--- config.mk ---
export PLATFORM = sky130hd
export DESIGN_NAME = vthp_top
export DESIGN_NICKNAME = d
export VERILOG_FILES = /design/src/hw/vthp_pkg.sv /design/src/hw/vthp_top.sv /design/src/hw/vthp_sync.sv
export VERILOG_INCLUDE_DIRS = /design/src /design/src/hw
export SDC_FILE = /design/constraint.sdc
export NUM_CORES = 1
export LEC_CHECK = 0
export BUFFER_PORTS_ARGS = -buffer_cell sky130_fd_sc_hd__buf_2
export CAP_MARGIN = 15
export CORE_ASPECT_RATIO = 0.5
export CORE_MARGIN = 4
export CORE_UTILIZATION = 50
export DETAILED_ROUTE_END_ITERATION = 10
export PLACE_DENSITY = 0.82
export REMOVE_ABC_BUFFERS = 1
export SLEW_MARGIN = 25
export SYNTH_ARGS = -nofsm -noshare
export SYNTH_HDL_FRONTEND = slang
export SYNTH_HIERARCHICAL = 1
export SYNTH_SLANG_ARGS = --single-unit
export TNS_END_PERCENT = 30
--- constraint.sdc ---
create_clock -name clk -period 2 [get_ports clk]
set_clock_uncertainty 0.05 [all_clocks]
set_input_delay 0.1 -clock clk [delete_from_list [all_inputs] [get_ports clk]]
set_output_delay 0.1 -clock clk [all_outputs]
set_load 0.01 [all_outputs]
--- src/hw/vthp_regs.svh ---
`ifndef VTHP_REGS_SVH
`define VTHP_REGS_SVH

// Pointer codes of the indirectly addressed registers
`define VTHP_PTR_CHIP_RESET 4'h6
`define VTHP_PTR_SCREEN_TOP 4'h8
`define VTHP_PTR_CURSOR_LO 4'h9
`define VTHP_PTR_CURSOR_HI 4'ha
`define VTHP_PTR_FILL_END 4'hb
`define VTHP_PTR_ATTRIBUTE 4'hc
`define VTHP_PTR_CHARACTER 4'hd
`define VTHP_PTR_MODE 4'he

// Field positions
`define VTHP_PTR_MSB 3
`define VTHP_PTR_LSB 0
`define VTHP_STAT_DONE_BIT 7

// Register-select levels
`define VTHP_SEL_DATA 1'h0
`define VTHP_SEL_ADDR 1'h1

// Reset values
`define VTHP_RST_BYTE 8'h00
`define VTHP_RST_PTR 8'h00
`define VTHP_RST_DONE 1'h1

// Synchroniser depth from pin to stable level
`define VTHP_SYNC_STAGES 3

`endif

--- src/hw/vthp_pkg.sv ---
package vthp_pkg;

    // Gray path: idle -> read -> idle, idle -> write -> idle
    typedef enum logic [1:0] {
        VTHP_IDLE  = 2'b00,
        VTHP_READ  = 2'b01,
        VTHP_WRITE = 2'b10
    } vthp_state_t;

    typedef enum logic {
        VTHP_SEPARATE_STROBES = 1'b0,
        VTHP_DATA_STROBE      = 1'b1
    } vthp_variant_t;

endpackage

--- src/hw/vthp_top.sv ---
// Summary of operation
// - With separate strobes an access counts only while read or write strobe is low, and select picks the register.
// - Select 0 with write strobe active and read strobe idle stores the bus byte into the pointed data register.
// - Select 1 with write strobe active and read strobe idle stores the bus byte into the pointer register.
// - The bus byte latched during the write strobe is stored into the selected register when the processor releases the strobe.
// - The selected register drives the bus while the read strobe is active, and the bus is released otherwise.
// - With the data strobe data moves only while the strobe is low, in the direction given by read/write.
// - The eight-bit processor bus is driven only during reads and is an input otherwise.
// - The processor loads the pointer first, and the next data access reaches the pointed register.
// - Pointer low nibble 6,8,9,a,b,c,d,e picks chip reset, screen top, cursor lo/hi, fill end, attribute, character, mode.
// - Status bit 7 sets when a transfer or fill completes and clears on any character access, except in a cycle where a completion also arrives.
`include "vthp_regs.svh"
`timescale 1ns/10ps
`default_nettype none

module vthp_top #(
    parameter vthp_pkg::vthp_variant_t VARIANT = vthp_pkg::VTHP_SEPARATE_STROBES
) (
    input wire logic clk,
    input wire logic rstn,
    input wire logic host_rd_n,
    input wire logic host_wr_n,
    input wire logic host_rw,
    input wire logic host_data_strobe_n,
    input wire logic host_sel,
    input wire logic [7:0] host_bus_i,
    output logic [7:0] host_bus_o,
    output logic host_bus_oe,
    input wire logic xfer_done,
    input wire logic char_load,
    input wire logic [7:0] char_load_data,
    output logic [7:0] screen_top_address,
    output logic [7:0] cursor_low,
    output logic [7:0] cursor_high,
    output logic [7:0] fill_end_address,
    output logic [7:0] attribute_value,
    output logic [7:0] mode_value,
    output logic [7:0] char_value,
    output logic fill_armed,
    output logic xfer_start,
    output logic chip_reset_pulse
);

    ////////////////////////////////////////////////////////////////////////////
    // Pin synchronisers

    logic [4:0] ctl_s;
    logic [7:0] bus_s;
    logic rd_n_s;
    logic wr_n_s;
    logic rw_s;
    logic ds_n_s;
    logic sel_s;

    vthp_sync #(.W(5), .RST(5'h0f)) u_sync_ctl (
        .clk(clk),
        .rstn(rstn),
        .d({host_sel, host_rw, host_data_strobe_n, host_wr_n, host_rd_n}),
        .q(ctl_s)
    );

    vthp_sync #(.W(8), .RST(8'h00)) u_sync_bus (
        .clk(clk),
        .rstn(rstn),
        .d(host_bus_i),
        .q(bus_s)
    );

    assign {sel_s, rw_s, ds_n_s, wr_n_s, rd_n_s} = ctl_s;

    ////////////////////////////////////////////////////////////////////////////
    // Strobe decode

    logic rd_act;
    logic wr_act;

    always_comb
    begin
        if (VARIANT == vthp_pkg::VTHP_DATA_STROBE)
        begin
            rd_act = !ds_n_s && rw_s;
            wr_act = !ds_n_s && !rw_s;
        end
        else
        begin
            rd_act = !rd_n_s && wr_n_s;
            wr_act = !wr_n_s && rd_n_s;
        end
    end

    ////////////////////////////////////////////////////////////////////////////
    // Access state machine

    vthp_pkg::vthp_state_t state_q;
    vthp_pkg::vthp_state_t state_d;
    logic [7:0] ptr_q;
    logic [7:0] wdata_q;
    logic wsel_q;
    logic done_q;
    logic commit;
    logic rd_start;
    logic data_commit;
    logic char_hit;

    always_comb
    begin
        state_d = state_q;
        case (state_q)
            vthp_pkg::VTHP_IDLE:
            begin
                if (rd_act)
                    state_d = vthp_pkg::VTHP_READ;
                else if (wr_act)
                    state_d = vthp_pkg::VTHP_WRITE;
            end
            vthp_pkg::VTHP_READ:
            begin
                if (!rd_act)
                    state_d = vthp_pkg::VTHP_IDLE;
            end
            vthp_pkg::VTHP_WRITE:
            begin
                if (!wr_act)
                    state_d = vthp_pkg::VTHP_IDLE;
            end
            default:
                state_d = vthp_pkg::VTHP_IDLE;
        endcase
    end

    assign commit = (state_q == vthp_pkg::VTHP_WRITE) && !wr_act;
    assign rd_start = (state_q == vthp_pkg::VTHP_IDLE) && rd_act;
    assign data_commit = commit && (wsel_q == `VTHP_SEL_DATA);
    assign char_hit = (ptr_q[`VTHP_PTR_MSB:`VTHP_PTR_LSB] == `VTHP_PTR_CHARACTER);

    always_ff @(posedge clk or negedge rstn)
    begin
        if (!rstn)
            state_q <= vthp_pkg::VTHP_IDLE;
        else
            state_q <= state_d;
    end

    // Latch byte and select while the write strobe is held
    always_ff @(posedge clk or negedge rstn)
    begin
        if (!rstn)
        begin
            wdata_q <= `VTHP_RST_BYTE;
            wsel_q <= `VTHP_SEL_DATA;
        end
        else if (wr_act)
        begin
            wdata_q <= bus_s;
            wsel_q <= sel_s;
        end
    end

    ////////////////////////////////////////////////////////////////////////////
    // Pointer and data registers

    always_ff @(posedge clk or negedge rstn)
    begin
        if (!rstn)
            ptr_q <= `VTHP_RST_PTR;
        else if (commit && wsel_q == `VTHP_SEL_ADDR)
            ptr_q <= wdata_q;
    end

    always_ff @(posedge clk or negedge rstn)
    begin
        if (!rstn)
        begin
            screen_top_address <= `VTHP_RST_BYTE;
            cursor_low <= `VTHP_RST_BYTE;
            cursor_high <= `VTHP_RST_BYTE;
            fill_end_address <= `VTHP_RST_BYTE;
            attribute_value <= `VTHP_RST_BYTE;
            mode_value <= `VTHP_RST_BYTE;
        end
        else if (data_commit)
        begin
            case (ptr_q[`VTHP_PTR_MSB:`VTHP_PTR_LSB])
                `VTHP_PTR_CHIP_RESET:
                begin
                    screen_top_address <= `VTHP_RST_BYTE;
                    cursor_low <= `VTHP_RST_BYTE;
                    cursor_high <= `VTHP_RST_BYTE;
                    fill_end_address <= `VTHP_RST_BYTE;
                    attribute_value <= `VTHP_RST_BYTE;
                    mode_value <= `VTHP_RST_BYTE;
                end
                `VTHP_PTR_SCREEN_TOP: screen_top_address <= wdata_q;
                `VTHP_PTR_CURSOR_LO: cursor_low <= wdata_q;
                `VTHP_PTR_CURSOR_HI: cursor_high <= wdata_q;
                `VTHP_PTR_FILL_END: fill_end_address <= wdata_q;
                `VTHP_PTR_ATTRIBUTE: attribute_value <= wdata_q;
                `VTHP_PTR_MODE: mode_value <= wdata_q;
                default: ;
            endcase
        end
    end

    // Character register: host write or display-memory load
    always_ff @(posedge clk or negedge rstn)
    begin
        if (!rstn)
            char_value <= `VTHP_RST_BYTE;
        else if (data_commit && char_hit)
            char_value <= wdata_q;
        else if (char_load)
            char_value <= char_load_data;
    end

    ////////////////////////////////////////////////////////////////////////////
    // Control pulses and fill arming

    always_ff @(posedge clk or negedge rstn)
    begin
        if (!rstn)
        begin
            chip_reset_pulse <= 1'b0;
            xfer_start <= 1'b0;
            fill_armed <= 1'b0;
        end
        else
        begin
            chip_reset_pulse <= data_commit
                && ptr_q[`VTHP_PTR_MSB:`VTHP_PTR_LSB] == `VTHP_PTR_CHIP_RESET;
            xfer_start <= (data_commit || (rd_start && sel_s == `VTHP_SEL_DATA)) && char_hit;
            if (data_commit && ptr_q[`VTHP_PTR_MSB:`VTHP_PTR_LSB] == `VTHP_PTR_FILL_END)
                fill_armed <= 1'b1;
            else if ((data_commit && char_hit)
                || (data_commit
                    && ptr_q[`VTHP_PTR_MSB:`VTHP_PTR_LSB] == `VTHP_PTR_CHIP_RESET))
                fill_armed <= 1'b0;
        end
    end

    ////////////////////////////////////////////////////////////////////////////
    // Done flag; a completion in the clearing cycle wins

    logic char_access;
    assign char_access = char_hit && (data_commit || (rd_start && sel_s == `VTHP_SEL_DATA));

    always_ff @(posedge clk or negedge rstn)
    begin
        if (!rstn)
            done_q <= `VTHP_RST_DONE;
        else if (xfer_done)
            done_q <= 1'b1;
        else if (char_access)
            done_q <= 1'b0;
    end

    ////////////////////////////////////////////////////////////////////////////
    // Read path

    logic [7:0] rd_mux;

    always_comb
    begin
        rd_mux = 8'h00;
        if (sel_s == `VTHP_SEL_ADDR)
            rd_mux[`VTHP_STAT_DONE_BIT] = done_q;
        else
        begin
            case (ptr_q[`VTHP_PTR_MSB:`VTHP_PTR_LSB])
                `VTHP_PTR_SCREEN_TOP: rd_mux = screen_top_address;
                `VTHP_PTR_CURSOR_LO: rd_mux = cursor_low;
                `VTHP_PTR_CURSOR_HI: rd_mux = cursor_high;
                `VTHP_PTR_FILL_END: rd_mux = fill_end_address;
                `VTHP_PTR_ATTRIBUTE: rd_mux = attribute_value;
                `VTHP_PTR_CHARACTER: rd_mux = char_value;
                `VTHP_PTR_MODE: rd_mux = mode_value;
                default: rd_mux = 8'h00;
            endcase
        end
    end

    always_ff @(posedge clk or negedge rstn)
    begin
        if (!rstn)
        begin
            host_bus_oe <= 1'b0;
            host_bus_o <= 8'h00;
        end
        else
        begin
            host_bus_oe <= rd_act;
            host_bus_o <= rd_act ? rd_mux : 8'h00;
        end
    end

    ////////////////////////////////////////////////////////////////////////////
    // Checks

    property p_oe_only_reading;
        @(posedge clk) disable iff (!rstn)
        host_bus_oe |-> $past(rd_act) && !$past(wr_act);
    endproperty
    a_oe_only_reading: assert property (p_oe_only_reading)
        else $error("bus driven outside a read");

    property p_no_oe_on_write;
        @(posedge clk) disable iff (!rstn)
        (state_q == vthp_pkg::VTHP_WRITE) |=> !host_bus_oe;
    endproperty
    a_no_oe_on_write: assert property (p_no_oe_on_write)
        else $error("bus driven during a write");

    property p_ptr_load;
        @(posedge clk) disable iff (!rstn)
        (commit && wsel_q == `VTHP_SEL_ADDR) |=> ptr_q == $past(wdata_q);
    endproperty
    a_ptr_load: assert property (p_ptr_load)
        else $error("pointer not loaded");

    property p_data_store;
        @(posedge clk) disable iff (!rstn)
        (data_commit && ptr_q[3:0] == `VTHP_PTR_CURSOR_LO) |=> cursor_low == $past(wdata_q);
    endproperty
    a_data_store: assert property (p_data_store)
        else $error("data register not stored");

    property p_commit_on_release;
        @(posedge clk) disable iff (!rstn)
        $changed(ptr_q) |-> $past(state_q) == vthp_pkg::VTHP_WRITE && !$past(wr_act);
    endproperty
    a_commit_on_release: assert property (p_commit_on_release)
        else $error("pointer changed without strobe release");

    property p_done_clear;
        @(posedge clk) disable iff (!rstn)
        (char_access && !xfer_done) |=> !done_q;
    endproperty
    a_done_clear: assert property (p_done_clear)
        else $error("done not cleared on character access");

    property p_done_set;
        @(posedge clk) disable iff (!rstn)
        xfer_done |=> done_q ##1 (done_q || $past(char_access));
    endproperty
    a_done_set: assert property (p_done_set)
        else $error("done not set on completion");

    property p_status_read;
        @(posedge clk) disable iff (!rstn)
        (rd_act && sel_s == `VTHP_SEL_ADDR) |=> host_bus_o == {$past(done_q), 7'h00};
    endproperty
    a_status_read: assert property (p_status_read)
        else $error("status read wrong");

    property p_chip_reset;
        @(posedge clk) disable iff (!rstn)
        chip_reset_pulse |-> mode_value == 8'h00 && screen_top_address == 8'h00 && !fill_armed;
    endproperty
    a_chip_reset: assert property (p_chip_reset)
        else $error("chip reset left state");

    property p_exclusive;
        @(posedge clk) disable iff (!rstn)
        !(rd_act && wr_act);
    endproperty
    a_exclusive: assert property (p_exclusive)
        else $error("read and write both active");

    c_read: cover property (@(posedge clk) disable iff (!rstn) rd_start ##1 host_bus_oe);
    c_write: cover property (@(posedge clk) disable iff (!rstn) data_commit && char_hit);
    c_fill: cover property (@(posedge clk) disable iff (!rstn)
        fill_armed && data_commit && char_hit);

endmodule // vthp_top

`default_nettype wire

--- src/hw/vthp_sync.sv ---
`timescale 1ns/10ps
`default_nettype none

// Three stages and an output flop per bit; output moves once stages two and three agree
module vthp_sync #(
    parameter int W = 1,
    parameter logic [W-1:0] RST = '0
) (
    input wire logic clk,
    input wire logic rstn,
    input wire logic [W-1:0] d,
    output logic [W-1:0] q
);

    genvar i;
    generate
        for (i = 0; i < W; i++)
        begin : g_bit
            logic s1_q;
            logic s2_q;
            logic s3_q;
            logic o_q;
            always_ff @(posedge clk or negedge rstn)
            begin
                if (!rstn)
                begin
                    s1_q <= RST[i];
                    s2_q <= RST[i];
                    s3_q <= RST[i];
                    o_q <= RST[i];
                end
                else
                begin
                    s1_q <= d[i];
                    s2_q <= s1_q;
                    s3_q <= s2_q;
                    if (s2_q == s3_q)
                    begin
                        o_q <= s3_q;
                    end
                end
            end
            assign q[i] = o_q;
        end
    endgenerate

endmodule // vthp_sync

`default_nettype wire

### Word-level counts from Yosys, hierarchy flattened

Cells that the tools add are included.
Widths: inputs -> output; s select.

| storage, ports and cells | value |
|---|---|
| flip-flop bits (word level) | 128 |
| bits in latches | 0 |
| memory bits (writable) | 0 |
| memory bits (read-only) | 0 |
| input port bits | 25 |
| output and inout port bits | 68 |
| logic and storage cells | 141 |
| memories | 0 |

| cells by class | value |
|---|---|
| $add $sub $neg | 0 |
| multipliers | 0 |
| divide/modulo/power cells | 0 |
| $lt $le $gt $ge | 0 |
| equal/unequal tests | 24 |
| shift operators | 0 |
| muxes and demuxes | 21 |
| bitwise gates (word level) | 2 |
| reduce and logical (&&, ||, !) cells | 33 |

Operators with widths:

| cell | count |
|---|---|
| $pmux 8 s2 | 6 |
| $pmux 8 s7 | 1 |
| $eq 4x4->1 const B | 7 |
| $mux 8 | 3 |
| $reduce_bool 2->1 | 9 |
| $reduce_and 2->1 | 6 |
| $eq 1x1->1 | 11 |
| $logic_and 1x1->1 | 11 |
| $mux 2 | 4 |
| $mux 7 | 1 |
| $pmux 2 s3 | 1 |
| $mux 1 | 5 |
| $eq 4x3->1 const B | 1 |
| $ne 2x2->1 const B | 2 |
| $logic_not 1->1 | 3 |
| $ne 3x3->1 const B | 1 |
| $reduce_and 3->1 | 1 |
| $eq 2x1->1 const B | 1 |
| $eq 2x2->1 const B | 1 |
| $logic_not 2->1 | 1 |
| $logic_or 1x1->1 | 2 |
| $not 1->1 | 2 |

### Longest topological paths before layout

| logic depth | value |
|---|---|
| depth in word-level cells | 9 |
| mapped depth | 9 |
| mapped depth without buffers | 6 |

### Hierarchy

Netlist, hierarchy kept.

By module, submodules not included:

| module | times used | cells an instance | area an instance (µm²) | seq. area each (µm²) |
|---|---|---|---|---|
| vthp_top | 1 | 342 | 3901.2 | 2103.3 |
| vthp_sync at u_sync_bus | 1 | 48 | 950.9 | 800.8 |
| vthp_sync at u_sync_ctl | 1 | 30 | 614.3 | 520.5 |

### Worst setup path after synthesis

No wires, ideal clock.

| timing path | value |
|---|---|
| path type | register to register |
| start point | register u_sync_ctl.g_bit[1].o_q |
| end point | register cursor_high[0] |
| setup time | 0.066 ns |
| arrival | 1.998 ns |
| required time | 1.884 ns |
| setup slack | -0.114 ns |
| cell stages (with the launch flop) | 8 |
| path buffers | 1 |
| period minus slack after synthesis | 2.114 ns |
| cell sequence | dfstp_2 buf_4 inv_1 ha_1 or4b_4 nor3b_4 a22o_1 a22o_1 |

| between the ends | value |
|---|---|
| cells in the longest elaborated chain, start to end | 6 |

RTL lines:

| element | line | source |
|---|---|---|
| start, declared | vthp_sync.sv:22 | `logic o_q;` |
| start signal, assigned | vthp_sync.sv:30 | `o_q <= RST[i];` |
| start signal, assigned | vthp_sync.sv:39 | `o_q <= s3_q;` |
| $logic_not 1->1 | vthp_top.sv:87 | `wr_act = !wr_n_s && rd_n_s;` |
| $logic_and 1x1->1 | vthp_top.sv:87 |  |
| via wr_act | vthp_top.sv:75 | `logic wr_act;` |
| $logic_not 1->1 | vthp_top.sv:131 | `assign commit = (state_q == vthp_pkg::VTHP_WRITE) && !wr_act;` |
| $logic_and 1x1->1 | vthp_top.sv:131 |  |
| $logic_and 1x1->1 | vthp_top.sv:133 | `` assign data_commit = commit && (wsel_q == `VTHP_SEL_DATA); `` |
| $reduce_and 2->1 (no line) | n/a |  |
| end signal, assigned | vthp_top.sv:176 | `` cursor_high <= `VTHP_RST_BYTE; `` |
| end signal, assigned | vthp_top.sv:188 | `` cursor_high <= `VTHP_RST_BYTE; `` |
| end signal, assigned | vthp_top.sv:195 | `` `VTHP_PTR_CURSOR_HI: cursor_high <= wdata_q; `` |
| end, declared | vthp_top.sv:34 | `output logic [7:0] cursor_high,` |

The timed path passes the listed nets, and every way through them passes these cells.
A chain may end at the register's enable or synchronous reset.

### Worst setup path after layout

| timing path | value |
|---|---|
| start point | register u_sync_ctl.g_bit[1].o_q |
| end point | register cursor_high[3] |

The elaborated chain is that of the path after synthesis.

==> flow_summary.yaml <==
critical_path:
  r2r-start: "u_sync_ctl/g_bit[1].o_q"
  cp-start-kind: "flop"
  worstSetupPathType: "reg -> reg"
  reg2reg_depth: 6
  end_kind: "flop"
  cp.required_ns: 2.30
  rrSetupSlack_ns: -0.10
  reg2reg_to: "cursor_high[3]"
  crit_arrival_ns: 2.41
  cp-endpoint: "cursor_high[3]"
  crit_path_start: "u_sync_ctl/g_bit[1].o_q"
  crit_fanout: 7
finish:
  fin_util_pct: 67.7
  fillers: 682
  fin_area_um2: 6890
  fin_cells: 689
  nNetsFinal: 563
  multi_input_area_um2: 1880
  area.sequential_um2: 3220
  final_layout_size_suffix_gt1_share_pct: 39.5
  n_antenna_cell: 0
  area_growth_pct: 32.1
timing:
  hold_viol: 0
  period_needed_ns: 2.10
  fmax_ghz: 0.475
  tightest_slew_ns: 0.617
  relSlewSlack_pct: 58.9
  final-setup-viol-count: 46
  rsz0062_at_grt: "yes"
  fin_ws_ns: -0.104
  drv_slew: 0
  finalCritPeriodShare_pct: 105
floorplan:
  die_x_um: 152
  fp.dieH_um: 80.2
  ios: 93
  die_area_um2: 12200
  initial_core_util_pct: 51.3
  core_um2: 10200
  num_rows: 26
logic_synthesis:
  synth_warnings: 6
  synth_area_per_cell_um2: 12.8
  syn_inst: 408
  syn_area_um2: 5220
global_routing:
  grt_max_degree: 46
  grt_pass1_vias: 3965
  grt_overflow: 0
  grtUsageTotal_pct: 23.5
  grt_pass1_wl_um: 22000
  antenna_found_initial: 0
clock_network:
  root_buffer: "clkbuf_16"
  clock_sinks: 128
  cts_buffers: 17
  clk_latency_ns: 0.41
  h-tree-depth: 4
  cts_buffer_depth: 2
  path_clk_slew_ns: 0.05
  tritoncts: "built"
pwr:
  vdd.ir_drop.worst_v: 0.000896
  pwr-share-comb_pct: 28.1
  leakagePower_nw: 3.21
  switching_power_mw: 3.18
  p_int_mw: 6.44
  switching_share_pct: 33.1
  cellPowerDensity_nw_per_um2: 1400
  p_seq_share_pct: 39.4
  pwr-share-clk_pct: 32.5
placement:
  dp_cells: 631
  placed_area_um2: 5950
  dpl.hpwl_um: 8740
  gp_congestion: 0.951
  io_buffers: 90
outcome:
  status: "finished, violations left"
  violations: "setup timing"
route:
  avgRoutedWirePerCell_um: 20.3
  vias: 4015
  drt-initial-drc-count: 459
  route.final.wire_length_um: 14000
  via_per_inst: 5.83
  dr.pass1.iters: 5
  ant_nets: 0
  drc: 0
worst_hold_path:
  worstHoldPathType: "in -> reg"
flow_run:
  maxCapViolations: 0
[placed cells by master, fill, tap and decap left out, types with 7 or more instances in the layout]
master / instances
mux2i_1: 10
buf_4: 26
dlygate4sd3_1: 21
dfstp_2: 9
nor3b_1: 7
maj3_2: 11
mux2_2: 20
a22o_1: 52
clkbuf_16: 17
o21ai_0: 9
nor2b_1: 10
o21ai_1: 11
a21oi_1: 7
nand2_1: 28
buf_2: 90
dfrtp_1: 118
[through the flow]
| stage | hold WS (ns) | setup TNS [ns] | total power [mW] | setup slack [ns] |
|---|---|---|---|---|
| final | 0.112 | -1.77 | 9.62 | -0.104 |
| after global placement | 0.0855 | -0.525 | 6.17 | -0.0504 |
| after CTS | 0.113 | -0.702 | 9.47 | -0.0785 |
| after detailed placement | 0.0989 | -2.12 | 6.25 | -0.114 |
| after global routing | 0.139 | -5.73 | 10.0 | -0.183 |
| after floorplan | -0.246 | -17.44 | 5.03 | -0.394 |
[metal layers]
layer  up-vias  track usage, %  part of all wire, %
li1       1746               -                    -
met1      1990            30.5                   40
met2       232            38.1                   49
met3        47            6.46                  8.5
met4         0            9.16                  2.9
met5         -               0                    0
[worst max-delay path, stage by stage, from the launching register on]
cell	delay, ns
dfstp_2	0.53
inv_2	0.04
ha_4	0.15
or4b_4	0.57
nor3b_4	0.38
a22o_1	0.20
a22o_1	0.12
[timing repair]
action                                  CTS  global route
hold buffers                             21             0
endpoints found under the setup margin   50            58
gates cloned                              0             2
gates resized for setup                  11            30
pin swaps                                12            16
buffers inserted                          1             2
hold endpoints to repair                 53             0
[power groups by stage]
stage / Clock, mW / Sequential (mW) / Combinational [mW]
after floorplan: 0 / 3.88 / 1.15
after global placement: 0 / 3.75 / 2.42
after detailed placement: 0 / 3.75 / 2.50
after CTS: 3.15 / 3.74 / 2.58
after global routing: 3.27 / 3.85 / 2.89
final: 3.12 / 3.79 / 2.70
[how the worst min path moves through the flow]
| stage | from | to | slack (ns) | cells past startpoint |
|---|---|---|---|---|
| after floorplan | rstn | attribute_value[0] | -0.25 | 0 |
| after global placement | rstn | mode_value[1] | 0.09 | 1 |
| after detailed placement | rstn | mode_value[5] | 0.1 | 1 |
| after CTS | char_load | char_value[0] | 0.11 | 3 |
| after global routing | char_load | char_value[2] | 0.14 | 3 |
| final | char_load | char_value[0] | 0.11 | 3 |
[layout make-up]
| type | instances | share of cell area, % |
|---|---|---|
| clock buffer | 26 | 7.10 |
| clock inverter | 6 | 1.52 |
| inverter | 3 | 0.163 |
| multi-input combinational | 239 | 27.3 |
| sequential | 128 | 46.7 |
| tap | 140 | 2.54 |
| timing repair buffer | 147 | 14.7 |
(Power assumes the default switching activity.)
